$ cat src/rtl/lrg_consts.svh
// Purpose: Offsets, field positions, reset values and wait counts for the
//   receiver output gating block.
// Assumes: Included by bare name; definitions only.
// Notes: Summary of operation follows.
// Summary of operation
// - Register 0x1e bits 4..0 disable even-port channels A..E; 1 disables, default 0.
// - Register 0x1f bits 4..0 disable odd-port channels A..E; 1 disables, default 0.
// - Availability field 11: outputs live whenever clock present, lock ignored.
// - Field 10: outputs live after 1K cycles and strobes aligned within half interval.
// - Field 01: outputs live only after 2K input clock cycles.
// - Field 00, the default: outputs live after 1K input clock cycles.
// - Register 0x1f bit 5 selects wait counter size, 0 gives 1K except in field 01, 1 gives 2K.
`ifndef LRG_CONSTS_SVH
`define LRG_CONSTS_SVH

`define LRG_ADDR_EVEN 8'h1e
`define LRG_ADDR_ODD 8'h1f
`define LRG_RST_EVEN 8'h00
`define LRG_RST_ODD 8'h00
`define LRG_DIS_HI 4
`define LRG_DIS_MASK 8'h1f
`define LRG_MODE_HI 7
`define LRG_MODE_LO 6
`define LRG_WAIT_SIZE_BIT 5
`define LRG_WAIT_SHORT 1024
`define LRG_WAIT_LONG 2048
`define LRG_RDATA_IDLE 8'h00

`endif

$ cat src/rtl/lrg_pkg.sv
// Purpose: Types shared by the output gating block.
// Assumes: Constants live in lrg_consts.svh.
// Notes: Availability codes are the field values of register 0x1f [7:6].
package lrg_pkg;

  typedef enum logic [1:0] {
    AVAIL_1K = 2'h0,
    AVAIL_2K = 2'h1,
    AVAIL_ALIGN = 2'h2,
    AVAIL_FORCE = 2'h3
  } lrg_avail_t;

  typedef enum logic [3:0] {
    ST_IDLE = 4'h1,
    ST_COUNT = 4'h2,
    ST_ALIGN = 4'h4,
    ST_LIVE = 4'h8
  } lrg_state_t;

  typedef struct packed {
    logic wr;
    logic [7:0] addr;
    logic [7:0] wdata;
  } lrg_reg_req_t;

endpackage

$ cat src/rtl/lrg_chan_gate.sv
// Purpose: One output channel: registers data, forces zero while gated off.
// Assumes: Data arrives on the same clock; no synchroniser needed.
// Notes: Zero is the inactive level of a gated channel.
`timescale 1ns/1ps
module lrg_chan_gate #(
  parameter int W = 10
) (
  input wire logic clk_in,          // Pixel clock
  input wire logic reset_in,        // Sync reset, active high
  input wire logic ce_in,           // Clock enable
  input wire logic en_in,           // Channel may drive
  input wire logic [W-1:0] din_in,  // Deserialised channel data
  output logic [W-1:0] dout_out     // Gated registered data
);

  wire [W-1:0] next_dout;

  assign next_dout = en_in ? din_in : '0;

  always_ff @(posedge clk_in) begin
    if (reset_in) begin
      dout_out <= '0;
    end else if (ce_in) begin
      dout_out <= next_dout;
    end
  end

endmodule

$ cat src/rtl/lrg_top.sv
// Purpose: Register bank gating the even and odd parallel output channels and
//   deciding when outputs become available after the link clock appears.
// Assumes: CLK_IN is the recovered pixel clock; clock-present and strobe
//   alignment arrive from analog logic and are synchronised here.
// Notes: Channel slice i of a data vector pairs with disable bit i (A = 4).
`timescale 1ns/1ps
`include "lrg_consts.svh"
module lrg_top #(
  parameter int CH_W = 10,
  parameter int WAIT_SHORT = `LRG_WAIT_SHORT,
  parameter int WAIT_LONG = `LRG_WAIT_LONG
) (
  input wire logic CLK_IN,                          // Pixel clock, 20 MHz
  input wire logic RESET_IN,                        // Sync reset, active high
  input wire logic CE_IN,                           // Freezes all state when low
  input wire lrg_pkg::lrg_reg_req_t REG_REQ_IN,     // Register write/address
  output logic [7:0] REG_RDATA_OUT,                 // Registered read data
  input wire logic CLK_PRESENT_IN,                  // Clock-present indication
  input wire logic STROBE_ALIGNED_IN,               // Strobes within half interval
  input wire logic [5*CH_W-1:0] EVEN_DATA_IN,       // Even channels E..A low to high
  input wire logic [5*CH_W-1:0] ODD_DATA_IN,        // Odd channels E..A low to high
  output logic [5*CH_W-1:0] EVEN_DATA_OUT,          // Gated even_pixel_outputs
  output logic [5*CH_W-1:0] ODD_DATA_OUT,           // Gated odd_pixel_outputs
  output logic [4:0] EVEN_EN_OUT,                   // Even channels driving
  output logic [4:0] ODD_EN_OUT,                    // Odd channels driving
  output logic OUTPUTS_VALID_OUT                    // Availability condition met
);

  localparam logic [11:0] SHORT_LAST = 12'(WAIT_SHORT - 1);
  localparam logic [11:0] LONG_LAST = 12'(WAIT_LONG - 1);

  logic [7:0] even_dis;
  logic [7:0] odd_reg;
  logic present_meta;
  logic present_s;
  logic aligned_meta;
  logic aligned_s;
  logic [11:0] cnt;
  lrg_pkg::lrg_state_t st;
  lrg_pkg::lrg_state_t next_st;

  wire wr_even;
  wire wr_odd;
  wire [7:0] next_rdata;
  wire [1:0] mode_bits;
  wire wait_long;
  wire use_long;
  wire [11:0] cnt_last;
  wire count_done;
  wire live;
  wire [11:0] next_cnt;
  wire [9:0] chan_en;

  // Register decode
  assign wr_even = REG_REQ_IN.wr && (REG_REQ_IN.addr == `LRG_ADDR_EVEN);
  assign wr_odd = REG_REQ_IN.wr && (REG_REQ_IN.addr == `LRG_ADDR_ODD);
  assign next_rdata = (REG_REQ_IN.addr == `LRG_ADDR_EVEN) ? even_dis :
                      (REG_REQ_IN.addr == `LRG_ADDR_ODD) ? odd_reg : `LRG_RDATA_IDLE;

  always_ff @(posedge CLK_IN) begin
    if (RESET_IN) begin
      even_dis <= `LRG_RST_EVEN;
      odd_reg <= `LRG_RST_ODD;
      REG_RDATA_OUT <= `LRG_RDATA_IDLE;
    end else if (CE_IN) begin
      if (wr_even) begin
        even_dis <= REG_REQ_IN.wdata & `LRG_DIS_MASK;
      end
      if (wr_odd) begin
        odd_reg <= REG_REQ_IN.wdata;
      end
      REG_RDATA_OUT <= next_rdata;
    end
  end

  // Pin inputs from the analog side: two flops before use
  always_ff @(posedge CLK_IN) begin
    if (RESET_IN) begin
      present_meta <= 1'b0;
      present_s <= 1'b0;
      aligned_meta <= 1'b0;
      aligned_s <= 1'b0;
    end else if (CE_IN) begin
      present_meta <= CLK_PRESENT_IN;
      present_s <= present_meta;
      aligned_meta <= STROBE_ALIGNED_IN;
      aligned_s <= aligned_meta;
    end
  end

  assign mode_bits = odd_reg[`LRG_MODE_HI:`LRG_MODE_LO];
  assign wait_long = odd_reg[`LRG_WAIT_SIZE_BIT];
  assign use_long = wait_long || (mode_bits == lrg_pkg::AVAIL_2K);
  assign cnt_last = use_long ? LONG_LAST : SHORT_LAST;
  assign count_done = (cnt == cnt_last);
  assign live = (st == lrg_pkg::ST_LIVE);

  always_comb begin
    next_st = st;
    if (!present_s) begin
      next_st = lrg_pkg::ST_IDLE;
    end else if (mode_bits == lrg_pkg::AVAIL_FORCE) begin
      next_st = lrg_pkg::ST_LIVE;
    end else begin
      unique case (st)
        lrg_pkg::ST_IDLE: begin
          next_st = lrg_pkg::ST_COUNT;
        end
        lrg_pkg::ST_COUNT: begin
          if (count_done) begin
            next_st = (mode_bits == lrg_pkg::AVAIL_ALIGN) ? lrg_pkg::ST_ALIGN :
                                                             lrg_pkg::ST_LIVE;
          end
        end
        lrg_pkg::ST_ALIGN: begin
          if (aligned_s || (mode_bits != lrg_pkg::AVAIL_ALIGN)) begin
            next_st = lrg_pkg::ST_LIVE;
          end
        end
        lrg_pkg::ST_LIVE: begin
          next_st = lrg_pkg::ST_LIVE;
        end
        default: begin
          next_st = lrg_pkg::ST_IDLE;
        end
      endcase
    end
  end

  // counter restarts on loss
  // Cleared in the very edge that sees the clock gone, not one later
  assign next_cnt = (st == lrg_pkg::ST_COUNT && present_s) ? 12'(cnt + 12'h001) : 12'h000;

  always_ff @(posedge CLK_IN) begin
    if (RESET_IN) begin
      st <= lrg_pkg::ST_IDLE;
      cnt <= 12'h000;
    end else if (CE_IN) begin
      st <= next_st;
      cnt <= next_cnt;
    end
  end

  assign chan_en = {~odd_reg[`LRG_DIS_HI:0], ~even_dis[`LRG_DIS_HI:0]} & {10{live}};
  assign EVEN_EN_OUT = chan_en[4:0];
  assign ODD_EN_OUT = chan_en[9:5];
  assign OUTPUTS_VALID_OUT = live;

  // Per-channel gating, slices 0..4 even and 5..9 odd
  genvar gi;
  generate
    for (gi = 0; gi < 10; gi++) begin : g_gate
      if (gi < 5) begin : g_even
        lrg_chan_gate #(.W(CH_W)) lrg_chan_gate_inst (
          .clk_in(CLK_IN),
          .reset_in(RESET_IN),
          .ce_in(CE_IN),
          .en_in(chan_en[gi]),
          .din_in(EVEN_DATA_IN[gi*CH_W +: CH_W]),
          .dout_out(EVEN_DATA_OUT[gi*CH_W +: CH_W])
        );
      end else begin : g_odd
        lrg_chan_gate #(.W(CH_W)) lrg_chan_gate_inst (
          .clk_in(CLK_IN),
          .reset_in(RESET_IN),
          .ce_in(CE_IN),
          .en_in(chan_en[gi]),
          .din_in(ODD_DATA_IN[(gi-5)*CH_W +: CH_W]),
          .dout_out(ODD_DATA_OUT[(gi-5)*CH_W +: CH_W])
        );
      end
    end
  endgenerate

  // Helper: enabled cycles since clock-present was last seen low, saturating
  logic [12:0] run_cnt;
  always_ff @(posedge CLK_IN) begin
    if (RESET_IN) begin
      run_cnt <= 13'h0000;
    end else if (CE_IN) begin
      if (!present_s) begin
        run_cnt <= 13'h0000;
      end else if (run_cnt != 13'h1fff) begin
        run_cnt <= run_cnt + 13'h0001;
      end
    end
  end
endmodule

$ cat config.mk
export PLATFORM = sky130hd
export DESIGN_NAME = lrg_top
export DESIGN_NICKNAME = d
export VERILOG_FILES = /design/src/rtl/lrg_pkg.sv /design/src/rtl/lrg_chan_gate.sv /design/src/rtl/lrg_top.sv
export VERILOG_INCLUDE_DIRS = /design/src /design/src/rtl
export SDC_FILE = /design/constraint.sdc
export NUM_CORES = 1
export LEC_CHECK = 0
export ABC_AREA = 0
export BUFFER_PORTS_ARGS = -buffer_cell sky130_fd_sc_hd__buf_4
export CAP_MARGIN = 20
export CORE_MARGIN = 8
export CORE_UTILIZATION = 45
export DETAILED_ROUTE_END_ITERATION = 8
export HOLD_SLACK_MARGIN = 0.15
export PLACE_DENSITY = 0.88
export SLEW_MARGIN = 20
export SYNTH_ARGS = -nofsm -noshare
export SYNTH_HDL_FRONTEND = slang
export SYNTH_SLANG_ARGS = --single-unit
$ cat constraint.sdc
create_clock -name CLK_IN -period 2.3 [get_ports CLK_IN]
set_input_delay 0.115 -clock CLK_IN [delete_from_list [all_inputs] [get_ports CLK_IN]]
set_output_delay 0.115 -clock CLK_IN [all_outputs]
set_load 0.1 [all_outputs]
## Word-level counts from Yosys, hierarchy flattened

Index checks and enable logic that the tools add are counted.

| cells by class | value |
|---|---|
| add/subtract/negate cells | 1 |
| equal/unequal tests | 13 |
| multiplexer cells | 20 |
| bitwise logic cells | 3 |
| reduce and logical (&&, ||, !) cells | 8 |

Operators with widths:

| operator | number |
|---|---|
| 10-bit two-way mux | 10 |
| 4-bit two-way mux | 5 |
| 8-bit by 5-bit equality test with 1-bit output, second input constant | 2 |
| 8-bit two-way mux | 2 |
| 4-bit one-hot mux with 4 select lines | 1 |
| 12-bit by 1-bit adder with 12-bit output, second input constant | 1 |
| 12-bit by 11-bit equality test with 1-bit output | 1 |
| 12-bit two-way mux | 1 |
| 11-bit two-way mux | 1 |
| 10-bit AND | 1 |
| 5-bit NOT | 2 |
| 4-bit != test, second input constant | 2 |
| 2-bit equality test, second input constant | 2 |
| 4-bit by 1-bit equality test with 1-bit output, second input constant | 1 |
| 4-bit by 2-bit equality test with 1-bit output, second input constant | 1 |
| 4-bit by 3-bit equality test with 1-bit output, second input constant | 1 |
| 4-bit equality test, second input constant | 1 |
| 2-bit AND reduction | 2 |
| 1-bit logical AND | 3 |
| 3-bit AND reduction | 1 |
| 2-bit by 1-bit equality test with 1-bit output, second input constant | 1 |
| 1-bit logical OR | 2 |
| 2-bit != test, second input constant | 1 |

| word-level totals | value |
|---|---|
| register bits | 141 |
| output and inout port bits | 119 |

## Depth between registers and ports, before layout

Gate-level depths: netlist (run 1).

| depth | value |
|---|---|
| depth in word-level cells | 8 |
| mapped depth | 8 |
| mapped depth without buffers | 6 |

## Modules after synthesis

A second synthesis (run 1) with hierarchy kept.

| unflattened totals | value |
|---|---|
| cells, all modules | 638 |
| area total of the unflattened synthesis | 5,881.9 µm² |

By module, submodules not included:

| module | times used | cells an instance | area an instance (µm²) | sequential area each (µm²) |
|---|---|---|---|---|
| lrg_chan_gate | 10 | 44 | 404.1 | 200.2 |
| lrg_top | 1 | 198 | 1,840.5 | 820.8 |

## Worst setup path after synthesis (run 1)

OpenSTA, ideal clock, no wires.

| timing | value |
|---|---|
| kind | register to register |
| start point | register odd_reg[6] |
| end point | register st[1] |
| setup time | 121 ps |
| arrival time | 1,628 ps |
| required time | 2,179 ps |
| path slack | 551 ps |
| stages on the path, launching flop included | 6 |
| cells stage by stage | dfxtp_1 nor2b_1 or3_1 a2111oi_2 o211ai_2 mux2_4 |

| between the ends | value |
|---|---|
| longest elaborated chain between the ends | 6 |
| elaborated cells between the ends (all ways) | 12 |
| those cells by class | 6 x eq/ne; 3 x mux; 3 x reduce/logical |

Ends and longest elaborated chain:

| what | line | RTL |
|---|---|---|
| start: declaration | lrg_top.sv:33 | `logic [7:0] odd_reg;` |
| start signal: assignment | lrg_top.sv:63 | `` odd_reg <= `LRG_RST_ODD; `` |
| start signal: assignment | lrg_top.sv:70 | `odd_reg <= REG_REQ_IN.wdata;` |
| 2-bit by 1-bit equality test with 1-bit output | lrg_top.sv:93 | `assign use_long = wait_long \|\| (mode_bits == lrg_pkg::AVAIL_2K);` |
| 1-bit logical OR | lrg_top.sv:93 |  |
| 11-bit two-way mux | lrg_top.sv:94 | `assign cnt_last = use_long ? LONG_LAST : SHORT_LAST;` |
| 12-bit by 11-bit equality test with 1-bit output | lrg_top.sv:95 | `assign count_done = (cnt == cnt_last);` |
| 4-bit != test (no line) | - |  |
| 3-bit AND reduction (no line) | - |  |
| end signal: assignment | lrg_top.sv:136 | `st <= lrg_pkg::ST_IDLE;` |
| end signal: assignment | lrg_top.sv:139 | `st <= next_st;` |
| end: declaration | lrg_top.sv:39 | `lrg_pkg::lrg_state_t st;` |

Several ways; a longest one is shown, not always the timed one.
A chain may end at the register's enable or synchronous reset.

## Final worst setup path (run 1)

| timing | value |
|---|---|
| start point | register st[0] |
| end point | output EVEN_EN_OUT[2] |

| between the ends | value |
|---|---|
| longest elaborated chain between the ends | 2 |

Ends and longest elaborated chain:

| what | line | RTL |
|---|---|---|
| 4-bit equality test | lrg_top.sv:96 | `assign live = (st == lrg_pkg::ST_LIVE);` |
| 10-bit AND | lrg_top.sv:144 | `` assign chan_en = {~odd_reg[`LRG_DIS_HI:0], ~even_dis[`LRG_DIS_HI:0]} & {10{live}}; `` |
| end: declaration | lrg_top.sv:24 | `output logic [4:0] EVEN_EN_OUT,` |

No other way between the ends.

==> flow_metrics.tcl, run 1 <==
set metrics [dict create \
    slew_headroom_pct 58.0 \
    path_max_fanout 11 \
    crit_type "flop to output port" \
    synthCells 666 \
    antenna_found_initial 2 \
    yosysWarnings 0 \
    start_util_pct 45.8 \
    dieArea_mm2 0.0160 \
    crit_path_start "st[0]" \
    firstDrtPassIters 6 \
    grt_pass1_wl_um 33600 \
    yosysSeqAreaShare_pct 51.5 \
    crit_path_top_delay_cell "dfxtp_1" \
    status "completed" \
    setup_tns_ps 0 \
    clk_pin_slew_ps 60 \
    drc 0 \
    worstHoldStart "RESET_IN" \
    drt-initial-drc-count 506 \
    ir_drop_uv 479 \
    rsz0062_at_grt "false" \
    wire_per_inst_um 18.3 \
    synth-edff-count 0 \
    start_kind "flop" \
    track_usage_pct 26.3 \
    port_buffers 240 \
    clock-sinks 141 \
    rows 40 \
    fin_crit_sh_pct 89.8 \
    clockBufferDepth 2 \
    num_io_pins 241 \
    max_stage_delay_ps 370 \
    die_h_um 126 \
    synth-main-ff-cell "dfxtp_1" \
    met2_usage_pct 43.9 \
    power_uw 5920 \
    arrival_ps 1950 \
    use_met3_pct 8.97 \
    end_kind "output port" \
    ys_seq_elements 141 \
    hpwl_um 12500 \
    crit_required_ps 2180 \
    nets 1117 \
    drv_cap 0 \
    clock-root-buffer "clkbuf_16" \
    r2r-start "odd_reg[7]" \
    post_synth.cell_area_avg_um2 8.23 \
    gp_congestion 0.854 \
    netlist_area_mm2 0.00548 \
    synthArstFlopShare_pct 0 \
    fill_cells 777 \
    p_leak_uw 0.00378 \
    overflow 0 \
    use_met1_pct 29.2 \
    critPathMostFrequentCell "buf_4" \
    fin_skew_ps 7.65 \
    finalHoldViolations 0 \
    drt-total-wl_um 21200 \
    grt_max_degree 79 \
    largestRegisters "g_gate.g_even.lrg_chan_gate_inst.dout_out x50, g_gate.g_odd.lrg_chan_gate_inst.dout_out x50, cnt x12" \
    maxSlewViolCount 0 \
    areaGrowthSynthToFinish_pct 66.6 \
    ys_types 41 \
    cp_cell_sequence "nor2_1 -> nand3b_1 -> buf_4 -> nor2_1 -> buf_4 -> buf_4" \
    cts_buffers 17 \
    drive_above_1_share_pct 29.5 \
    power.density_mw_per_mm2 648 \
    cts_max_level 4 \
    setup_viol 0 \
    core-area_mm2 0.0120 \
    cts_resized 0 \
    max_freq_ghz 0.484 \
    die_w_um 126 \
    final_util_pct 76.3 \
    fin_crit_ps 2070 \
    via_per_inst 5.37 \
    grt_pass1_vias 6364 \
    syn_nets 789 \
    ant_nets 0 \
    cts_tree "yes" \
    clock_latency_ps 410 \
    hold_path.class "input pin to flop" \
    vias 6211 \
    grt.busiest_layer "met2" \
    worst_pin_slew_ps 631 \
]
synth_stat cells (3+ instances only):
library cell  number  area share, %
clkbuf_1          31            2.1
mux2i_1           13            2.4
a21oi_1          109             10
xnor2_1            3           0.48
xor2_1             8            1.3
nand3_1          110             10
inv_1              4           0.27
o21ai_0            6           0.55
nor2b_1            4           0.46
nand4_1            8           0.91
dfxtp_1          141             52
buf_2             14            1.3
a222oi_1           5           0.91
nor2_1            45            3.1
buf_1             10           0.69
a22oi_1            3           0.41
nand2b_1           3           0.34
nand2_1          115            7.9
buf_4             10            1.4
stage by stage:
step | cell area, um^2 | std cells | hold slack [ps] | setup WS [ps]
final | 9130 | 1157 | 199 | 234
after global routing | 9130 | 1156 | 217 | 141
after CTS | 9120 | 1154 | 179 | 233
after detailed placement | 7300 | 1004 | 360 | 374
after global placement | 7300 | 1004 | 348 | 358
after floorplan | 5480 | 666 | 262 | 551
kinds of logic (layout without fill, tap and decap cells):
logic type / after synthesis / in the layout / share of synthesized area (%)
other: 0 / 3 / 0
buffers and inverters: 71 / 412 / 6.00
XOR/XNOR: 11 / 11 / 1.76
AO/OA/AOI/OAI: 128 / 128 / 12.7
flip-flops: 141 / 141 / 51.5
multiplexers: 14 / 14 / 2.65
adder cells (fa/ha/maj): 1 / 1 / 0.228
AND/OR/NAND/NOR: 300 / 300 / 25.1
final timing paths:
path | end | slack, ps | cells after the start
worst max-delay path | EVEN_EN_OUT[2] | 230 | 6
worst max register to register | st[1] | 430 | 5
worst min-delay path | REG_RDATA_OUT[2] | 200 | 2
worst min register to register | g_gate[4].g_even.lrg_chan_gate_inst.dout_out[5] | 460 | 2
cell type report:
cell class / instances / area, um^2 / share of cell area [%]
clock buffer: 27 / 523 / 5.73
multi-input combinational: 454 / 2330 / 25.5
inverter: 5 / 20.0 / 0.219
sequential: 141 / 2820 / 30.9
timing repair buffer: 375 / 3120 / 34.2
antenna: 3 / 7.51 / 0.0822
tap: 147 / 184 / 2.01
clock inverter: 5 / 125 / 1.37
worst max-delay path, delay by kind of cell, from the launching register on:
family                 cells  cell delay, ps
and+or+nand+nor            3             460
DFF                        1             370
buffers and inverters      3             700
cell usage in the layout, fill, tap and decap left out, drive strengths merged, types with 4 or more instances in the layout:
cell type    count
nand4            9
inv              4
a222oi           5
nand3          110
mux2i           13
dfxtp          141
bufinv           4
nand2          115
nor2b            4
clkbuf          27
buf            259
nor2            45
a21oi          109
o21ai            6
dlygate4sd3    116
xor2             8
timing repair:
item                                    in CTS  in global routing
hold buffers                               116                  0
endpoints found under the hold margin      118                  0
buffers inserted                             2                  0
endpoints found under the setup margin      10                  0
routing by layer:
| metal | vias up | wire length, um |
|---|---|---|
| met5 | - | 0 |
| met4 | 0 | 674 |
| met3 | 61 | 1820 |
| met2 | 350 | 10500 |
| met1 | 2876 | 8140 |
| li1 | 2924 | - |
power by group:
group | total [uW] | internal [uW] | switching, uW
registers | 2450 | 2450 | 4.81
logic | 480 | 283 | 197
clock network | 2990 | 1990 | 995
total | 5920 | 4720 | 1200
Power figures use the tool's default switching activity.
==> inputs of run 2 (changes only) <==
Settings changed: CORE_ASPECT_RATIO from default to 1.1.
==> run 2 against run 1 <==
Against the previous run: non-clock buffer count up 11; design area up 0.81%; sequential share of layout area down 0.25 points; register-to-register slack worse by 90 ps; routed wire length up 0.89%; flip-flop and latch count unchanged; first-iteration DRC count up 42%; maximum frequency down 6.6%; critical path type unchanged; critical endpoint is now EVEN_EN_OUT[4]; highest routed layer unchanged.
==> flow_metrics.tcl, run 2 (synthesis gave the netlist of run 1 again) <==
set metrics [dict create \
    final_area_mm2 0.00920 \
    end_kind "output port" \
    regArea_mm2 0.00282 \
    cts_tree "yes" \
    vias 6326 \
    largestRegisters "g_gate.g_even.lrg_chan_gate_inst.dout_out x50, g_gate.g_odd.lrg_chan_gate_inst.dout_out x50, cnt x12" \
    die_h_um 132 \
    status "completed" \
    ir_drop_uv 473 \
    multiInputGateArea_mm2 0.00233 \
    fin_crit_ps 2210 \
    r2r-end "g_gate[7].g_odd.lrg_chan_gate_inst.dout_out[6]" \
    fin_crit_sh_pct 96.2 \
    layout_commonest_cell "buf_4" \
    start_util_pct 45.7 \
    drc 0 \
    place_ws_ps 433 \
    power.density_mw_per_mm2 618 \
    dieArea_mm2 0.0160 \
    use_met3_pct 7.50 \
    worstHoldStart "CE_IN" \
    clockBufferDepth 2 \
    core-area_mm2 0.0120 \
    met2_usage_pct 44.0 \
    fin_skew_ps 9.40 \
    crit_required_ps 2180 \
    grt_max_degree 85 \
    clock-sinks 141 \
    grt_pass1_wl_um 33900 \
    overflow 0 \
    firstDrtPassIters 7 \
    hpwl_um 12500 \
    finalHoldViolations 0 \
    hold_ws_ps 166 \
    final_cell_mix "buf_4 (258), dfxtp_1 (141), dlygate4sd3_1 (122)" \
    cts_max_level 4 \
    grt_pass1_vias 6510 \
    dpl_cell_area_mm2 0.00732 \
    ant_nets 0 \
    setup_ws_ps 86.6 \
    final_util_pct 76.8 \
    die_w_um 121 \
    worstHoldEndpoint "cnt[3]" \
    hold_path.class "input pin to flop" \
    reg2reg_depth 6 \
    cts_buffers 17 \
    use_met1_pct 29.0 \
    num_io_pins 241 \
    crit_type "flop to output port" \
    antenna_cells 0 \
    clock-root-buffer "clkbuf_16" \
    maxSlewViolCount 0 \
    power_uw 5690 \
    grt.busiest_layer "met2" \
    areaGrowthSynthToFinish_pct 67.9 \
    arrival_ps 2100 \
    rows 42 \
    setup_viol 0 \
    regToRegSetupSlack_ps 340 \
    nets 1128 \
    gp_congestion 0.822 \
    via_per_inst 5.40 \
    r2r-start "st[2]" \
    clock_latency_ps 410 \
    worst_pin_slew_ps 655 \
    slew_headroom_pct 56.3 \
    rsz0062_at_grt "true" \
    drt-total-wl_um 21300 \
    port_buffers 240 \
    start_kind "flop" \
    clk_pin_slew_ps 60 \
    drv_cap 0 \
    drive_above_1_share_pct 29.7 \
    max_freq_ghz 0.452 \
    drt-initial-drc-count 718 \
    wire_per_inst_um 18.2 \
    antenna_found_initial 0 \
    track_usage_pct 26.3 \
    fill_cells 744 \
    holdPathStages 4 \
    p_leak_uw 0.00383 \
    path_max_fanout 8 \
]
## run 2: changes by cell type in the layout (fill, tap and decap cells not counted)
cell and change:
buf_6 +4, bufinv_16 -2, clkinv_2 +1, clkinvlp_4 +1, diode_2 -3, dlygate4sd3_1 +6, dlymetal6s4s_1 +1, nor2_1 -1
nor2_2 +1
## run 2: through the flow
stage               std cells  setup TNS [ps]
finish                   1172               0
global route             1172            -188
CTS                      1168               0
detailed placement       1013               0
global placement         1013               0
floorplan                 666               0
## run 2: worst max path at each step
stage,startpoint,cells past startpoint,endpoint
after floorplan,odd_reg[6],5,st[1]
final,st[2],4,EVEN_EN_OUT[4]
after global routing,st[2],4,EVEN_EN_OUT[4]
after CTS,REG_REQ_IN[8],9,odd_reg[7]
after detailed placement,odd_reg[7],5,st[1]
after global placement,odd_reg[7],5,st[1]
## run 2: worst max-delay path, stage by stage, from the launching register on
cell and delay [ps]:
dfxtp_1 380, nor2_1 200, nand3b_1 220, nor2_1 490, buf_4 390
## run 2: what timing repair did
action / in CTS / in global routing
hold buffers: 123 / 0
resized for setup: 0 / 6
endpoints found under the setup margin: 0 / 8
endpoints found under the hold margin: 126 / 0
setup buffers: 0 / 4
## run 2: cell type report
type / count / area share [%]
Tap cell: 154 / 2.09
Clock buffer: 27 / 5.68
Timing Repair Buffer: 386 / 35.2
Clock inverter: 5 / 0.843
Multi-Input combinational cell: 454 / 25.3
Inverter: 5 / 0.218
Sequential cell: 141 / 30.7
## run 2: metal layers
layer | vias up | share of wire [%]
li1 | 2935 | -
met1 | 2983 | 37
met2 | 325 | 50
met3 | 83 | 7.9
met4 | 0 | 4.9
met5 | - | 0
## run 2: report_power, final
part           switching, uW  internal [uW]
combinational            199            285
sequential              4.41           2450
clock                    982           1770
total                   1190           4500
